**src/design/key_port_pkg.sv**
```systemverilog
package key_port_pkg;

    // register byte offsets on the bus
    localparam logic [7:0] OFS_KEY_SCAN_PORT  = 8'h00;
    localparam logic [7:0] OFS_KEY_SENSE_IN   = 8'h04;
    localparam logic [7:0] OFS_FIRST_CTRL     = 8'h08;
    localparam logic [7:0] OFS_SECOND_CTRL    = 8'h0C;
    localparam logic [7:0] OFS_CPU_COMMAND    = 8'h10;
    localparam logic [7:0] OFS_CPU_STATUS     = 8'h14;

    // reset values
    localparam logic [7:0] RST_KEY_SCAN_PORT  = 8'hFF;
    localparam logic [7:0] RST_SECOND_CTRL    = 8'h26;
    localparam logic [3:0] RST_POINTER_HIGH   = 4'h0;

    // second control register fields
    localparam int SC_SENSE_A_INPUT   = 0;    // 1: sense pin a in input mode
    localparam int SC_KEY_SCAN_OUTPUT = 1;    // 1: key-scan lines drive
    localparam int SC_LED_OUTPUT      = 2;    // 1: led sense pin drives
    localparam int SC_STOP_WAKE_EN    = 3;    // 1: stop-wake pin may release standby
    localparam int SC_SENSE_PULLDOWN  = 4;    // 1: pull-downs on sense a and led pin while the led pin is an input
    localparam int SC_KEY_PULLDOWN    = 5;    // 1: pull-downs on key inputs

    // first control register fields
    localparam int FC_RETAIN_BIT      = 3;
    localparam int FC_POINTER_LSB     = 4;
    localparam int FC_POINTER_MSB     = 7;

    // input register fields
    localparam int IN_FIXED_ONE       = 0;
    localparam int IN_STOP_WAKE       = 1;
    localparam int IN_SENSE_A         = 2;
    localparam int IN_LED_SENSE       = 3;
    localparam int IN_KEY_LSB         = 4;

    // command register fields
    localparam int CMD_OPERAND_MSB    = 3;
    localparam int CMD_TEST_BIT       = 4;
    localparam int CMD_HALT_BIT       = 8;

    // status register fields
    localparam int ST_FLAG_BIT        = 0;
    localparam int ST_STANDBY_BIT     = 1;

    // low three operand bits of the status test
    localparam logic [2:0] OPND_KEY_A     = 3'b000;
    localparam logic [2:0] OPND_KEY_B     = 3'b011;
    localparam logic [2:0] OPND_KEY_C     = 3'b110;
    localparam logic [2:0] OPND_TIMER     = 3'b101;

    // bus codes
    localparam logic [1:0] HTRANS_NONSEQ  = 2'b10;
    localparam logic       HRESP_OKAY     = 1'b0;

    // standby sequencer
    typedef enum logic [0:0] {
        ST_RUN     = 1'b0,
        ST_STANDBY = 1'b1
    } run_state_e;

endpackage

```
**src/design/key_port_status_flag.sv**
```systemverilog
// Notes on behaviour
// - status test sets flag if selected condition holds, else clears it.
// - leaving standby through a release event sets the flag.
// - halt with release condition true sets flag and keeps running.
// - halt with flag one and no release clears flag, keeps running.
// - operand low bits 000/011/110 test key inputs; 101 tests timer zero.
// - operand top bit one also ORs in any high sense pin.
// - sense a and led count only as inputs; stop-wake only when enabled.
// - key-scan read gives pins in input mode, latch in output mode.
// - key-scan write always updates the output latch.
// - one control bit, bit 1, sets direction of all key-scan lines.
// - reset puts key-scan port in output mode with latch all ones.
// - key-scan pull-down connected only in input mode.
// - key input pull-downs switched by control bit 5, connected after reset.
// - input register: keys in bits 4-7, stop-wake bit 1, bit 0 one.
// - input bit 2 gives sense a level as input, one in off mode.
// - input bit 3 gives the led pin level in either mode.
// - reset sets key-scan port to FF and second control register to 26.
// - after reset input register shows bits 3, 2, 0 at one.
// - first control register resets to zero except retention flag.
// - sense a floats in off mode after reset; bit 0 enables input.
//
// The AHB-Lite interface to the registers and the register offsets were decided locally.
`timescale 1ns/10ps

module key_port_status_flag
    import key_port_pkg::*;
#(
    parameter int KEY_SCAN_W = 8,
    parameter int KEY_IN_W   = 4
) (
    // clock and reset
    input  wire logic                  clk,
    input  wire logic                  rst,
    // ahb-lite slave
    input  wire logic                  hsel,
    input  wire logic [31:0]           haddr,
    input  wire logic [1:0]            htrans,
    input  wire logic                  hwrite,
    input  wire logic [2:0]            hsize,
    input  wire logic [31:0]           hwdata,
    input  wire logic                  hready,
    output logic                       hreadyout,
    output logic                       hresp,
    output logic [31:0]                hrdata,
    // key-scan lines
    input  wire logic [KEY_SCAN_W-1:0] key_scan_lines_in,
    output logic [KEY_SCAN_W-1:0]      key_scan_lines_out,
    output logic [KEY_SCAN_W-1:0]      key_scan_lines_oe,
    output logic                       key_scan_pulldown_en,
    // key inputs
    input  wire logic [KEY_IN_W-1:0]   key_input_lines,
    output logic                       key_input_pulldown_en,
    // sense pins
    input  wire logic                  sense_pin_a,
    output logic                       sense_pin_a_enable,
    output logic                       sense_pulldown_en,
    input  wire logic                  led_sense_pin_in,
    output logic                       led_sense_pin_out,
    output logic                       led_sense_pin_oe,
    input  wire logic                  stop_wake_sense_pin,
    output logic                       stop_wake_pulldown_en,
    // timer and supply monitor
    input  wire logic                  timer_count_zero,
    input  wire logic                  led_indicator,
    input  wire logic                  retention_detect_level,
    // cpu side
    output logic                       cpu_standby,
    output logic                       status_test_flag
);

    // the logic is written for the documented port widths only
    if (KEY_SCAN_W != 8 || KEY_IN_W != 4) begin : g_bad_width
        $error("key_port_status_flag: only 8 scan lines and 4 key inputs supported");
    end

    ////////////////////////////////////////////////////////////////////////////////
    // pin synchronisers

    logic [KEY_SCAN_W-1:0] scan_meta;
    logic [KEY_SCAN_W-1:0] scan_sync;
    logic [KEY_IN_W-1:0]   key_meta;
    logic [KEY_IN_W-1:0]   key_sync;
    logic                  sense_a_meta;
    logic                  sense_a_sync;
    logic                  led_meta;
    logic                  led_sync;
    logic                  wake_meta;
    logic                  wake_sync;
    logic                  supply_meta;
    logic                  supply_sync;

    // two flops on every pin; only the second stage is read by logic
    always_ff @(posedge clk) begin
        scan_meta    <= key_scan_lines_in;
        scan_sync    <= scan_meta;
        key_meta     <= key_input_lines;
        key_sync     <= key_meta;
        sense_a_meta <= sense_pin_a;
        sense_a_sync <= sense_a_meta;
        led_meta     <= led_sense_pin_in;
        led_sync     <= led_meta;
        wake_meta    <= stop_wake_sense_pin;
        wake_sync    <= wake_meta;
        supply_meta  <= retention_detect_level;
        supply_sync  <= supply_meta;
    end

    ////////////////////////////////////////////////////////////////////////////////
    // bus slave front end

    logic       wr_pend;
    logic       rd_pend;
    logic [7:0] dp_addr;

    wire        bus_req   = hsel && hready && (htrans == HTRANS_NONSEQ);
    wire        take_rd   = bus_req && !hwrite;
    wire        take_wr   = bus_req && hwrite;

    // data-phase write strobes, one per decoded offset
    wire        wr_scan   = wr_pend && (dp_addr == OFS_KEY_SCAN_PORT);
    wire        wr_first  = wr_pend && (dp_addr == OFS_FIRST_CTRL);
    wire        wr_second = wr_pend && (dp_addr == OFS_SECOND_CTRL);
    wire        wr_cmd    = wr_pend && (dp_addr == OFS_CPU_COMMAND);

    // address phase is captured; reads get one wait state so that hrdata
    // leaves a flop and still sees any write that landed just before
    always_ff @(posedge clk) begin
        if (rst) begin
            wr_pend   <= 1'b0;
            rd_pend   <= 1'b0;
            dp_addr   <= 8'h00;
            hreadyout <= 1'b1;
        end else begin
            wr_pend   <= take_wr;
            rd_pend   <= take_rd;
            hreadyout <= !take_rd;
            if (bus_req) begin
                dp_addr <= haddr[7:0];
            end
        end
    end

    ////////////////////////////////////////////////////////////////////////////////
    // key-scan latch and control registers

    logic [KEY_SCAN_W-1:0] scan_latch;
    logic [7:0]            second_ctrl;
    logic [3:0]            pointer_high;
    logic                  retain_flag;

    wire scan_is_output = second_ctrl[SC_KEY_SCAN_OUTPUT];
    wire sense_a_input  = second_ctrl[SC_SENSE_A_INPUT];
    wire led_is_output  = second_ctrl[SC_LED_OUTPUT];
    wire wake_enabled   = second_ctrl[SC_STOP_WAKE_EN];

    // latch takes writes in either direction mode
    always_ff @(posedge clk) begin
        if (rst) begin
            scan_latch   <= RST_KEY_SCAN_PORT;
            second_ctrl  <= RST_SECOND_CTRL;
            pointer_high <= RST_POINTER_HIGH;
        end else begin
            if (wr_scan) begin
                scan_latch <= hwdata[KEY_SCAN_W-1:0];
            end
            if (wr_second) begin
                second_ctrl <= hwdata[7:0];
            end
            if (wr_first) begin
                pointer_high <= hwdata[FC_POINTER_MSB:FC_POINTER_LSB];
            end
        end
    end

    // retention flag survives reset and is only lost when the supply fell
    // below the retention level; a low supply beats a software set
    always_ff @(posedge clk) begin
        if (supply_sync) begin
            retain_flag <= 1'b0;
        end else if (wr_first && !rst) begin
            retain_flag <= hwdata[FC_RETAIN_BIT];
        end
    end

    ////////////////////////////////////////////////////////////////////////////////
    // read-back values

    wire [KEY_SCAN_W-1:0] scan_read  = scan_is_output ? scan_latch : scan_sync;
    wire                  sense_a_rd = sense_a_input ? sense_a_sync : 1'b1;
    wire [7:0]            input_read = {key_sync,
                                        led_sync,
                                        sense_a_rd,
                                        wake_sync,
                                        1'b1};
    wire [7:0]            first_read = {pointer_high, retain_flag, 3'b000};

    logic       flag;
    run_state_e state;

    wire [31:0] status_read = {30'h0000_0000, state == ST_STANDBY, flag};

    // address decode for reads; unmapped offsets read zero with OKAY
    wire [31:0] read_mux =
        (dp_addr == OFS_KEY_SCAN_PORT) ? {24'h00_0000, scan_read}  :
        (dp_addr == OFS_KEY_SENSE_IN)  ? {24'h00_0000, input_read} :
        (dp_addr == OFS_FIRST_CTRL)    ? {24'h00_0000, first_read} :
        (dp_addr == OFS_SECOND_CTRL)   ? {24'h00_0000, second_ctrl} :
        (dp_addr == OFS_CPU_STATUS)    ? status_read : 32'h0000_0000;

    // writes to the input register and to the status word have no decode
    // strobe at all, so nothing they carry can reach a pin or latch
    always_ff @(posedge clk) begin
        if (rst) begin
            hrdata <= 32'h0000_0000;
            hresp  <= HRESP_OKAY;
        end else begin
            hresp <= HRESP_OKAY;
            if (rd_pend) begin
                hrdata <= read_mux;
            end
        end
    end

    ////////////////////////////////////////////////////////////////////////////////
    // status test condition

    wire [3:0] operand   = hwdata[CMD_OPERAND_MSB:0];
    wire       do_test   = wr_cmd && hwdata[CMD_TEST_BIT];
    wire       do_halt   = wr_cmd && hwdata[CMD_HALT_BIT] && !hwdata[CMD_TEST_BIT];
    wire       any_key   = |key_sync;

    // the low operand bits pick keys or timer; other codes never match
    wire       low_cond  = ((operand[2:0] == OPND_KEY_A) ||
                            (operand[2:0] == OPND_KEY_B) ||
                            (operand[2:0] == OPND_KEY_C)) ? any_key :
                           (operand[2:0] == OPND_TIMER)   ? timer_count_zero
                                                          : 1'b0;

    // sense a and led pin count only when both sit in input mode
    wire       sense_pair_in = sense_a_input && !led_is_output;
    wire       sense_cond    = (sense_pair_in && (sense_a_sync || led_sync)) ||
                               (wake_enabled && wake_sync);
    wire       test_result   = low_cond || (operand[CMD_OPERAND_MSB] && sense_cond);

    // standby is left on a key press or an enabled stop-wake level
    wire       release_cond  = any_key || (wake_enabled && wake_sync);

    ////////////////////////////////////////////////////////////////////////////////
    // flag and standby sequencer

    logic       next_flag;
    run_state_e next_state;

    always_comb begin
        next_flag  = flag;
        next_state = state;
        case (state)
            ST_RUN: begin
                if (do_test) begin
                    next_flag = test_result;
                end else if (do_halt) begin
                    if (release_cond) begin
                        next_flag = 1'b1;
                    end else if (flag) begin
                        next_flag = 1'b0;
                    end else begin
                        next_state = ST_STANDBY;
                    end
                end
            end
            ST_STANDBY: begin
                if (release_cond) begin
                    next_flag  = 1'b1;
                    next_state = ST_RUN;
                end
            end
            default: begin
                next_state = ST_RUN;
            end
        endcase
    end

    // the cpu is stopped while in standby, so commands are not expected then
    always_ff @(posedge clk) begin
        if (rst) begin
            flag  <= 1'b0;
            state <= ST_RUN;
        end else begin
            flag  <= next_flag;
            state <= next_state;
        end
    end

    ////////////////////////////////////////////////////////////////////////////////
    // pin drivers, all registered

    // one cycle behind the control bits; harmless for slow pad controls
    always_ff @(posedge clk) begin
        if (rst) begin
            key_scan_lines_out    <= RST_KEY_SCAN_PORT;
            key_scan_lines_oe     <= {KEY_SCAN_W{1'b1}};
            key_scan_pulldown_en  <= 1'b0;
            key_input_pulldown_en <= RST_SECOND_CTRL[SC_KEY_PULLDOWN];
            sense_pin_a_enable    <= 1'b0;
            sense_pulldown_en     <= 1'b0;
            led_sense_pin_out     <= 1'b1;
            led_sense_pin_oe      <= 1'b1;
            stop_wake_pulldown_en <= 1'b0;
            cpu_standby           <= 1'b0;
            status_test_flag      <= 1'b0;
        end else begin
            key_scan_lines_out    <= scan_latch;
            key_scan_lines_oe     <= {KEY_SCAN_W{scan_is_output}};
            key_scan_pulldown_en  <= !scan_is_output;
            key_input_pulldown_en <= second_ctrl[SC_KEY_PULLDOWN];
            sense_pin_a_enable    <= sense_a_input;
            sense_pulldown_en     <= second_ctrl[SC_SENSE_PULLDOWN] && !led_is_output;
            led_sense_pin_out     <= led_indicator;
            led_sense_pin_oe      <= led_is_output;
            stop_wake_pulldown_en <= wake_enabled;
            cpu_standby           <= (next_state == ST_STANDBY);
            status_test_flag      <= next_flag;
        end
    end

endmodule // key_port_status_flag

```
**config.mk**
```make
export PLATFORM = sky130hd
export DESIGN_NAME = key_port_status_flag
export DESIGN_NICKNAME = d
export VERILOG_FILES = /design/src/design/key_port_pkg.sv /design/src/design/key_port_status_flag.sv
export SDC_FILE = /design/constraint.sdc
export NUM_CORES = 1
export LEC_CHECK = 0
export CORE_MARGIN = 2
export CORE_UTILIZATION = 58
export DETAILED_ROUTE_END_ITERATION = 7
export DONT_BUFFER_PORTS = 1
export HOLD_SLACK_MARGIN = 0.05
export PLACE_DENSITY = 0.74
export SYNTH_ARGS = -nofsm -noshare
export SYNTH_HDL_FRONTEND = slang
export SYNTH_SLANG_ARGS = --single-unit
```
**constraint.sdc**
```tcl
create_clock -name clk -period 2.1 [get_ports clk]
set_input_delay 0.21 -clock clk [delete_from_list [all_inputs] [get_ports clk]]
set_output_delay 0.21 -clock clk [all_outputs]
set_load 0.01 [all_outputs]
```
Word-level counts from Yosys, hierarchy flattened
Index checks and enable logic that the tools add are counted.
- bits in registers: 114
- logic and storage cells: 97
- output and inout port bits: 59
- input port bits: 92
- reduce and logical (&&, ||, !) cells: 33
- bitwise logic cells: 1
- eq/ne operators: 11
- muxes and demuxes: 20
- operators with widths (cell ; number):
    $mux 8 ; 5
    $logic_and 1x1->1 ; 17
    $eq 8x4->1 const B ; 2
    $eq 8x5->1 const B ; 2
    $mux 1 ; 12
    $eq 8x3->1 const B ; 1
    $logic_not 8->1 ; 1
    $eq 3x3->1 const B ; 2
    $logic_not 1->1 ; 6
    $logic_or 1x1->1 ; 6
    $pmux 1 s2 ; 2
    $reduce_or 4->1 ; 1
    $eq 3x2->1 const B ; 1
    $logic_not 3->1 ; 1
    $ne 3x3->1 const B ; 1
    $eq 2x2->1 const B ; 1
    $mux 2 ; 1
    $ne 2x1->1 const B ; 1
    $reduce_and 2->1 ; 1
    $not 1->1 ; 1

Logic depth before layout (Yosys ltp)
Gate-level depths: netlist of the first run.
- depth after elaboration: 8
- gate-level depth with buffers: 5
- gate-level depth less buffers: 4

Worst setup path after synthesis of the first run
OpenSTA, ideal clock, no wires.
- path type: flip-flop to flip-flop
- start point: reg dp_addr[7]
- end point: reg hrdata[0]
- setup slack: 562 ps
- stages on the path, launching flop included: 5
- buffers on the path: 0
- arrival: 1442 ps
- data required time: 2004 ps
- setup time: 96 ps
- clock period less this slack: 1538 ps
- cells stage by stage: dfxtp_1 or4_4 nor3_4 a32oi_1 o41ai_2
- longest elaborated chain between the ends: 6
- elaborated cells between the ends (all ways): 10
- classes of those cells: 4 x eq/ne; 5 x mux; 1 x reduce/logical
- RTL lines (what ; line ; RTL):
    start: declaration ; key_port_status_flag.sv:114 ; logic [7:0] dp_addr;
    start signal: assignment ; key_port_status_flag.sv:139 ; dp_addr <= haddr[7:0];
    $eq 8x5->1 ; key_port_status_flag.sv:209 ; (dp_addr == OFS_CPU_STATUS) ? status_read : 32'h0000_0000;
    $mux 2 ; key_port_status_flag.sv:209 ;
    $mux 8 ; key_port_status_flag.sv:208 ; (dp_addr == OFS_SECOND_CTRL) ? {24'h00_0000, second_ctrl} :
    $mux 8 ; key_port_status_flag.sv:207 ; (dp_addr == OFS_FIRST_CTRL) ? {24'h00_0000, first_read} :
    $mux 8 ; key_port_status_flag.sv:206 ; (dp_addr == OFS_KEY_SENSE_IN) ? {24'h00_0000, input_read} :
    $mux 8 (*) ; key_port_status_flag.sv:205 ; (dp_addr == OFS_KEY_SCAN_PORT) ? {24'h00_0000, scan_read} :
    end signal: assignment ; key_port_status_flag.sv:220 ; hrdata <= read_mux;
    end: declaration ; key_port_status_flag.sv:45 ; output logic [31:0] hrdata,
Mark *: on every way between the ends. The rest lies on a longest branch, timed or not.
A chain may end at the register's enable or synchronous reset.

Worst setup path after layout of the first run
Ends and elaborated chain as after synthesis.

==> impl_metrics.toml, run 1 <==
[status]
outcome = "finished clean"

[flow_run]
cap_violations = 0

[timing]
min_period_over_period_pct = 84.3
setup_viol = 0
period_minus_slack_ns = 1.77
worst_pin_slew_ns = 0.759
final.setup.tns_ns = 0
max_freq_ghz = 0.565
hold_violations = 0
skew_ns = 0.00997
drv_slew = 0
fin_ws_ns = 0.329
timing.slew.headroom_pct = 49.4
rsz0062_at_grt = "false"

[clock_tree]
clkLatencyLatePin_ns = 0.35
cts_root_buffer = "clkbuf_8"
clk_pin_slew_worst_paths_ns = 0.08
clock_sinks = 90
post_cts_resized = 0
cts_buffer_depth = 2
cts_tree = "done"
cts_made_buffers = 9
htreeDepth = 3

[setup_path]
required_ns = 2.33
critPathLaunch = "dp_addr[7]"
cp_slowest_cell = "nor4_2"
crit_chain = "nor4_2 > nand2_1 > a2111oi_0 > o41ai_2"
cp_top_family = "simple AND/OR/NAND/NOR gates"
worst-path-buf-inv = 0
path_max_fanout = 6
slowest_delay_ns = 0.54
path_class = "reg2reg"
endpoint_kind = "flop"
startpoint_type = "flop"
r2r_start = "dp_addr[7]"
critical_path_arrival_ns = 2.00

[logic_synthesis]
synth_seq_cells = 90
ys_seq_area_share_pct = 53.9
synth_cell_types = 44
yosys_warnings = 0
syn_area_per_cell_um2 = 10.0
synthCells = 333
syn_area_um2 = 3340

[die]
initial_core_util_pct = 60.3
fp.dieH_um = 79.9
core_area_um2 = 5540
num_rows = 27
die_w_um = 79.9
io-pin-count = 151
fp.dieArea_um2 = 6380

[grt]
grt_max_degree = 54
grt_pass1_wl_mm = 10.3
antenna_found_initial = 0
grt_overflow = 0
track_usage_pct = 21.6
grt_pass1_vias = 2173

[min_path]
hold_start = "rst"
min_path_type = "in2reg"

[power]
leakagePower_nw = 1.50
vdd_drop_max_uv = 620
power_density_nw_per_um2 = 837

[detailed_routing]
vias_per_cell = 5.26
drc = 0
vias = 2283
drt_pass1_iterations = 4
ant_nets = 0
dr.first_iter.drc_count = 196
wire_per_inst_um = 15.2
totalWireLength_mm = 6.59

[placement]
io_buffers = 0
place_congestion = 0.868
dpl.hpwl_mm = 4.32
place_ws_ns = 0.325

[layout]
fillerInstances = 446
final_layout_size_suffix_gt1_share_pct = 11.3
area.growth.synth_to_final_pct = 14.0
num_antenna_cells = 0
nets = 450
[metal layers]
metal  up-vias  track usage [%]  wire length (um)
met1      1062             27.1              2880
met5         -                0                 0
met2        84             35.1              3190
met3         7             5.88               457
li1       1130                -                 -
met4         0             8.98                72
[flip-flops by register name, indices dropped and copies added, names as in the netlist, 4 cells and up]
signal              count
key_sync                4
scan_meta               8
scan_sync               8
pointer_high            4
scan_latch              8
key_scan_lines_out      8
hrdata                  8
dp_addr                 8
second_ctrl             8
key_meta                4
[timing repair]
| action | 4_1_cts | 5_1_grt |
|---|---|---|
| endpoints found under the hold margin | 74 | 0 |
| setup buffers | 0 | 0 |
| hold buffers | 33 | 0 |
[path summary, 6_finish.rpt]
path | to | slack, ns | depth (start not counted)
min reg2reg | scan_sync[1] | 0.33 | 0
min | hrdata[0] | 0.07 | 2
max reg2reg | hrdata[0] | 0.33 | 4
max | hrdata[0] | 0.33 | 4
[Yosys cell counts]
| master | n | share of area [%] |
|---|---|---|
| o41ai_2 | 1 | 0.49 |
| mux2_1 | 3 | 1.0 |
| nand3b_1 | 6 | 1.3 |
| buf_2 | 3 | 0.45 |
| mux2i_1 | 17 | 5.1 |
| or4_4 | 1 | 0.34 |
| a311o_1 | 1 | 0.30 |
| a211oi_1 | 1 | 0.22 |
| a2111oi_0 | 1 | 0.26 |
| a21oi_1 | 16 | 2.4 |
| a311oi_1 | 1 | 0.26 |
| nor2_1 | 23 | 2.6 |
| nor4_2 | 1 | 0.37 |
| nor2b_1 | 8 | 1.5 |
| buf_1 | 2 | 0.22 |
| or2_2 | 11 | 2.1 |
| o2111ai_1 | 6 | 1.6 |
| nand4_1 | 5 | 0.94 |
| and4b_1 | 1 | 0.30 |
| xnor2_1 | 1 | 0.26 |
| nand2_1 | 43 | 4.8 |
| nand2b_1 | 1 | 0.19 |
| nor4_1 | 1 | 0.19 |
| o32ai_1 | 1 | 0.26 |
| nor3_1 | 4 | 0.60 |
| buf_4 | 32 | 7.2 |
| nand4b_1 | 2 | 0.52 |
| a211o_1 | 7 | 1.8 |
| a41oi_1 | 2 | 0.52 |
| nor3b_1 | 2 | 0.45 |
| conb_1 | 1 | 0.11 |
| inv_1 | 8 | 0.90 |
| clkbuf_1 | 10 | 1.1 |
| nand3_1 | 2 | 0.30 |
| o211ai_1 | 3 | 0.67 |
| and3_1 | 1 | 0.19 |
| a32oi_1 | 1 | 0.26 |
| nor3_4 | 1 | 0.49 |
| or3_1 | 1 | 0.19 |
| dfxtp_1 | 90 | 54 |
| nor4b_1 | 1 | 0.26 |
| and2_1 | 2 | 0.37 |
| o31a_1 | 1 | 0.26 |
| mux2_2 | 7 | 2.4 |
[cell type report]
cell class / instances / area (um2) / area share, %
flip-flops and latches: 90 / 1800 / 47.3
multi-input cells: 212 / 1300 / 34.1
clock inverters: 4 / 76.3 / 2.00
clock buffers: 11 / 141 / 3.71
inverters: 8 / 30.0 / 0.788
well taps: 72 / 90.1 / 2.37
repair buffers: 37 / 370 / 9.72
[per-stage QoR]
stage | instance area, um2 | util [%] | power (mW) | hold WS (ns) | instances
after global routing | 3810 | 68.7 | 3.31 | 0.0812 | 434
after detailed placement | 3250 | 58.7 | 1.90 | 0.238 | 386
after floorplan | 3430 | - | 1.93 | 0.238 | 357
final | 3810 | 68.7 | 3.19 | 0.0701 | 434
after global placement | 3250 | 58.7 | 1.90 | 0.238 | 386
after CTS | 3810 | 68.7 | 3.21 | 0.0563 | 434
[logic make-up (layout without fill, tap and decap cells)]
kind of cell / after synthesis / count (layout) / share of synthesized area, %
other: 1 / 25 / 0.112
AOI/OAI and AO/OA: 42 / 42 / 9.33
buffers and inverters: 55 / 60 / 9.89
DFF: 90 / 90 / 53.9
xor gates and xnor gates: 1 / 1 / 0.262
muxes: 27 / 27 / 8.46
and+or+nand+nor: 117 / 117 / 18.0
[report_power, final]
part	total, mW	switching (mW)	internal [mW]
combinational	0.160	0.0853	0.0752
clock	1.26	0.561	0.699
sequential	1.77	0.0211	1.75
total	3.19	0.667	2.52
[cell usage in the layout, fill, tap and decap left out, drive strengths merged, types with 3 or more instances in the layout]
master / Yosys / final
mux2: 10 / 10
nor3: 5 / 5
conb: 1 / 25
o2111ai: 6 / 6
nor2b: 8 / 8
o211ai: 3 / 3
buf: 37 / 5
a21oi: 16 / 16
nand4: 5 / 5
a211o: 7 / 7
nor2: 23 / 23
nand2: 43 / 43
mux2i: 17 / 17
nand3b: 6 / 6
dlygate4sd3: 0 / 32
inv: 8 / 8
or2: 11 / 11
dfxtp: 90 / 90
clkbuf: 10 / 11
No activity file was read; power rests on OpenSTA's default activity.
==> inputs of run 2 (changes only) <==
CORE_UTILIZATION = 56   (was 58)
clock period = 1.6 ns   (was 2.1 ns; I/O delays follow)
==> impl_metrics.toml, run 2 (same netlist as run 1, synthesis figures left out) <==
[status]
outcome = "finished clean"

[flow_run]
cap_violations = 0

[timing]
setup_viol = 0
min_period_over_period_pct = 99.2
period_minus_slack_ns = 1.59
drv_slew = 0
max_freq_ghz = 0.630
skew_ns = 0.00592
hold_violations = 0
rsz0062_at_grt = "true"
fin_ws_ns = 0.0134

[grt]
track_usage_pct = 20.7
grt_pass1_vias = 2117
antenna_found_initial = 0
grt_max_degree = 58
grt_pass1_wl_mm = 10.1
grt_overflow = 0

[placement]
place_congestion = 0.916
dpl.hpwl_mm = 4.52
place_ws_ns = 0.0126
dp_cells = 400
io_buffers = 0
dpl-instance-area_um2 = 3350

[layout]
area.growth.synth_to_final_pct = 17.3
final_layout_size_suffix_gt1_share_pct = 14.7
post-route-util_pct = 67.0
layout.cells.non_filler = 449
stdcell_area_um2 = 3920
final_cell_mix = "dfxtp_1, nand2_1, dlygate4sd3_1, conb_1, nor2_1"
final_common_cell = "dfxtp_1"
num_antenna_cells = 0
nets = 462

[power]
power_frac_comb_pct = 5.5
vdd_drop_max_uv = 803
swShare_pct = 20.9
seqPwrFrac_pct = 55.9
p_int_mw = 3.28
power_density_nw_per_um2 = 1060
p_clk_share_pct = 38.6
p_sw_uw = 867
total_power_mw = 4.15
leakagePower_nw = 1.56

[clock_tree]
clock_sinks = 90
htreeDepth = 3
cts_made_buffers = 9
cts_tree = "done"
cts_buffer_depth = 2
clk_pin_slew_worst_paths_ns = 0.08
clkLatencyLatePin_ns = 0.35
cts_root_buffer = "clkbuf_8"

[die]
core_area_um2 = 5850
fp.dieArea_um2 = 6600
die_w_um = 81.2
io-pin-count = 151
fp.dieH_um = 81.2
initial_core_util_pct = 57.1
num_rows = 28

[detailed_routing]
wire_per_inst_um = 14.4
dr.first_iter.drc_count = 139
ant_nets = 0
vias = 2327
vias_per_cell = 5.18
totalWireLength_mm = 6.48
drc = 0
drt_pass1_iterations = 4

[setup_path]
required_ns = 1.88
critPathLaunch = "dp_addr[7]"
path_class = "reg2reg"
endpoint_kind = "flop"
path_max_fanout = 6
crit_path_end = "hrdata[3]"
critical_path_arrival_ns = 1.86
timing.rr.end = "hrdata[3]"
r2r_start = "dp_addr[7]"
startpoint_type = "flop"
rrSetupSlack_ns = 0.01
reg2regPathDepth = 5

[min_path]
min_path_type = "in2reg"
[run 2: stage by stage]
step | hold slack [ns] | setup TNS [ns]
global route | 0.0658 | -0.384
global placement | 0.188 | 0
floorplan | 0.188 | 0
CTS | 0.0525 | 0
detailed placement | 0.188 | 0
finish | 0.0686 | 0
[run 2: per-layer routing]
metal  vias up  routed length (um)  global-route usage [%]
met3         7                 671                    7.22
met4         0                  55                    8.14
met1      1070                2730                    27.3
met2        92                3020                    31.2
li1       1158                   -                       -
met5         -                   0                       0
[run 2: worst min path at each step]
stage | cells after the start | to | start | slack (ns)
after floorplan | 0 | key_meta[0] | key_input_lines[0] | 0.19
after global placement | 0 | scan_meta[1] | key_scan_lines_in[1] | 0.19
after detailed placement | 0 | scan_meta[3] | key_scan_lines_in[3] | 0.19
after CTS | 3 | second_ctrl[1] | hwdata[1] | 0.05
after global routing | 3 | second_ctrl[1] | hwdata[1] | 0.07
final | 3 | scan_latch[2] | hwdata[2] | 0.07
[run 2: worst max-delay path, cell delays in order (launching register included)]
cell and delay, ns:
dfxtp_2 0.35, or4_4 0.56, nor3_4 0.18, buf_6 0.15, o2111ai_1 0.11, a21oi_1 0.17
[run 2: timing repair]
| action | CTS | global route |
|---|---|---|
| buffers inserted | 0 | 1 |
| gates cloned | 0 | 0 |
| endpoints found under the setup margin | 3 | 10 |
| hold endpoints to repair | 74 | 0 |
| hold buffers | 33 | 0 |
| pin swaps | 0 | 2 |
| gates resized for setup | 2 | 3 |
[run 2: area by class of cell]
type                            count  area, um2
Timing Repair Buffer               49        477
Clock buffer                       11        131
Inverter                            8       30.0
Tap cell                           75       93.8
Multi-Input combinational cell    212       1310
Sequential cell                    90       1800
Fill cell                         465       1930
Clock inverter                      4       77.6
[run 2: power groups by stage]
stage	Combinational [mW]	Sequential, mW	Clock [mW]
floorplan	0.165	2.36	0
global placement	0.130	2.37	0
detailed placement	0.132	2.37	0
CTS	0.224	2.32	1.65
global route	0.251	2.33	1.74
finish	0.228	2.32	1.60
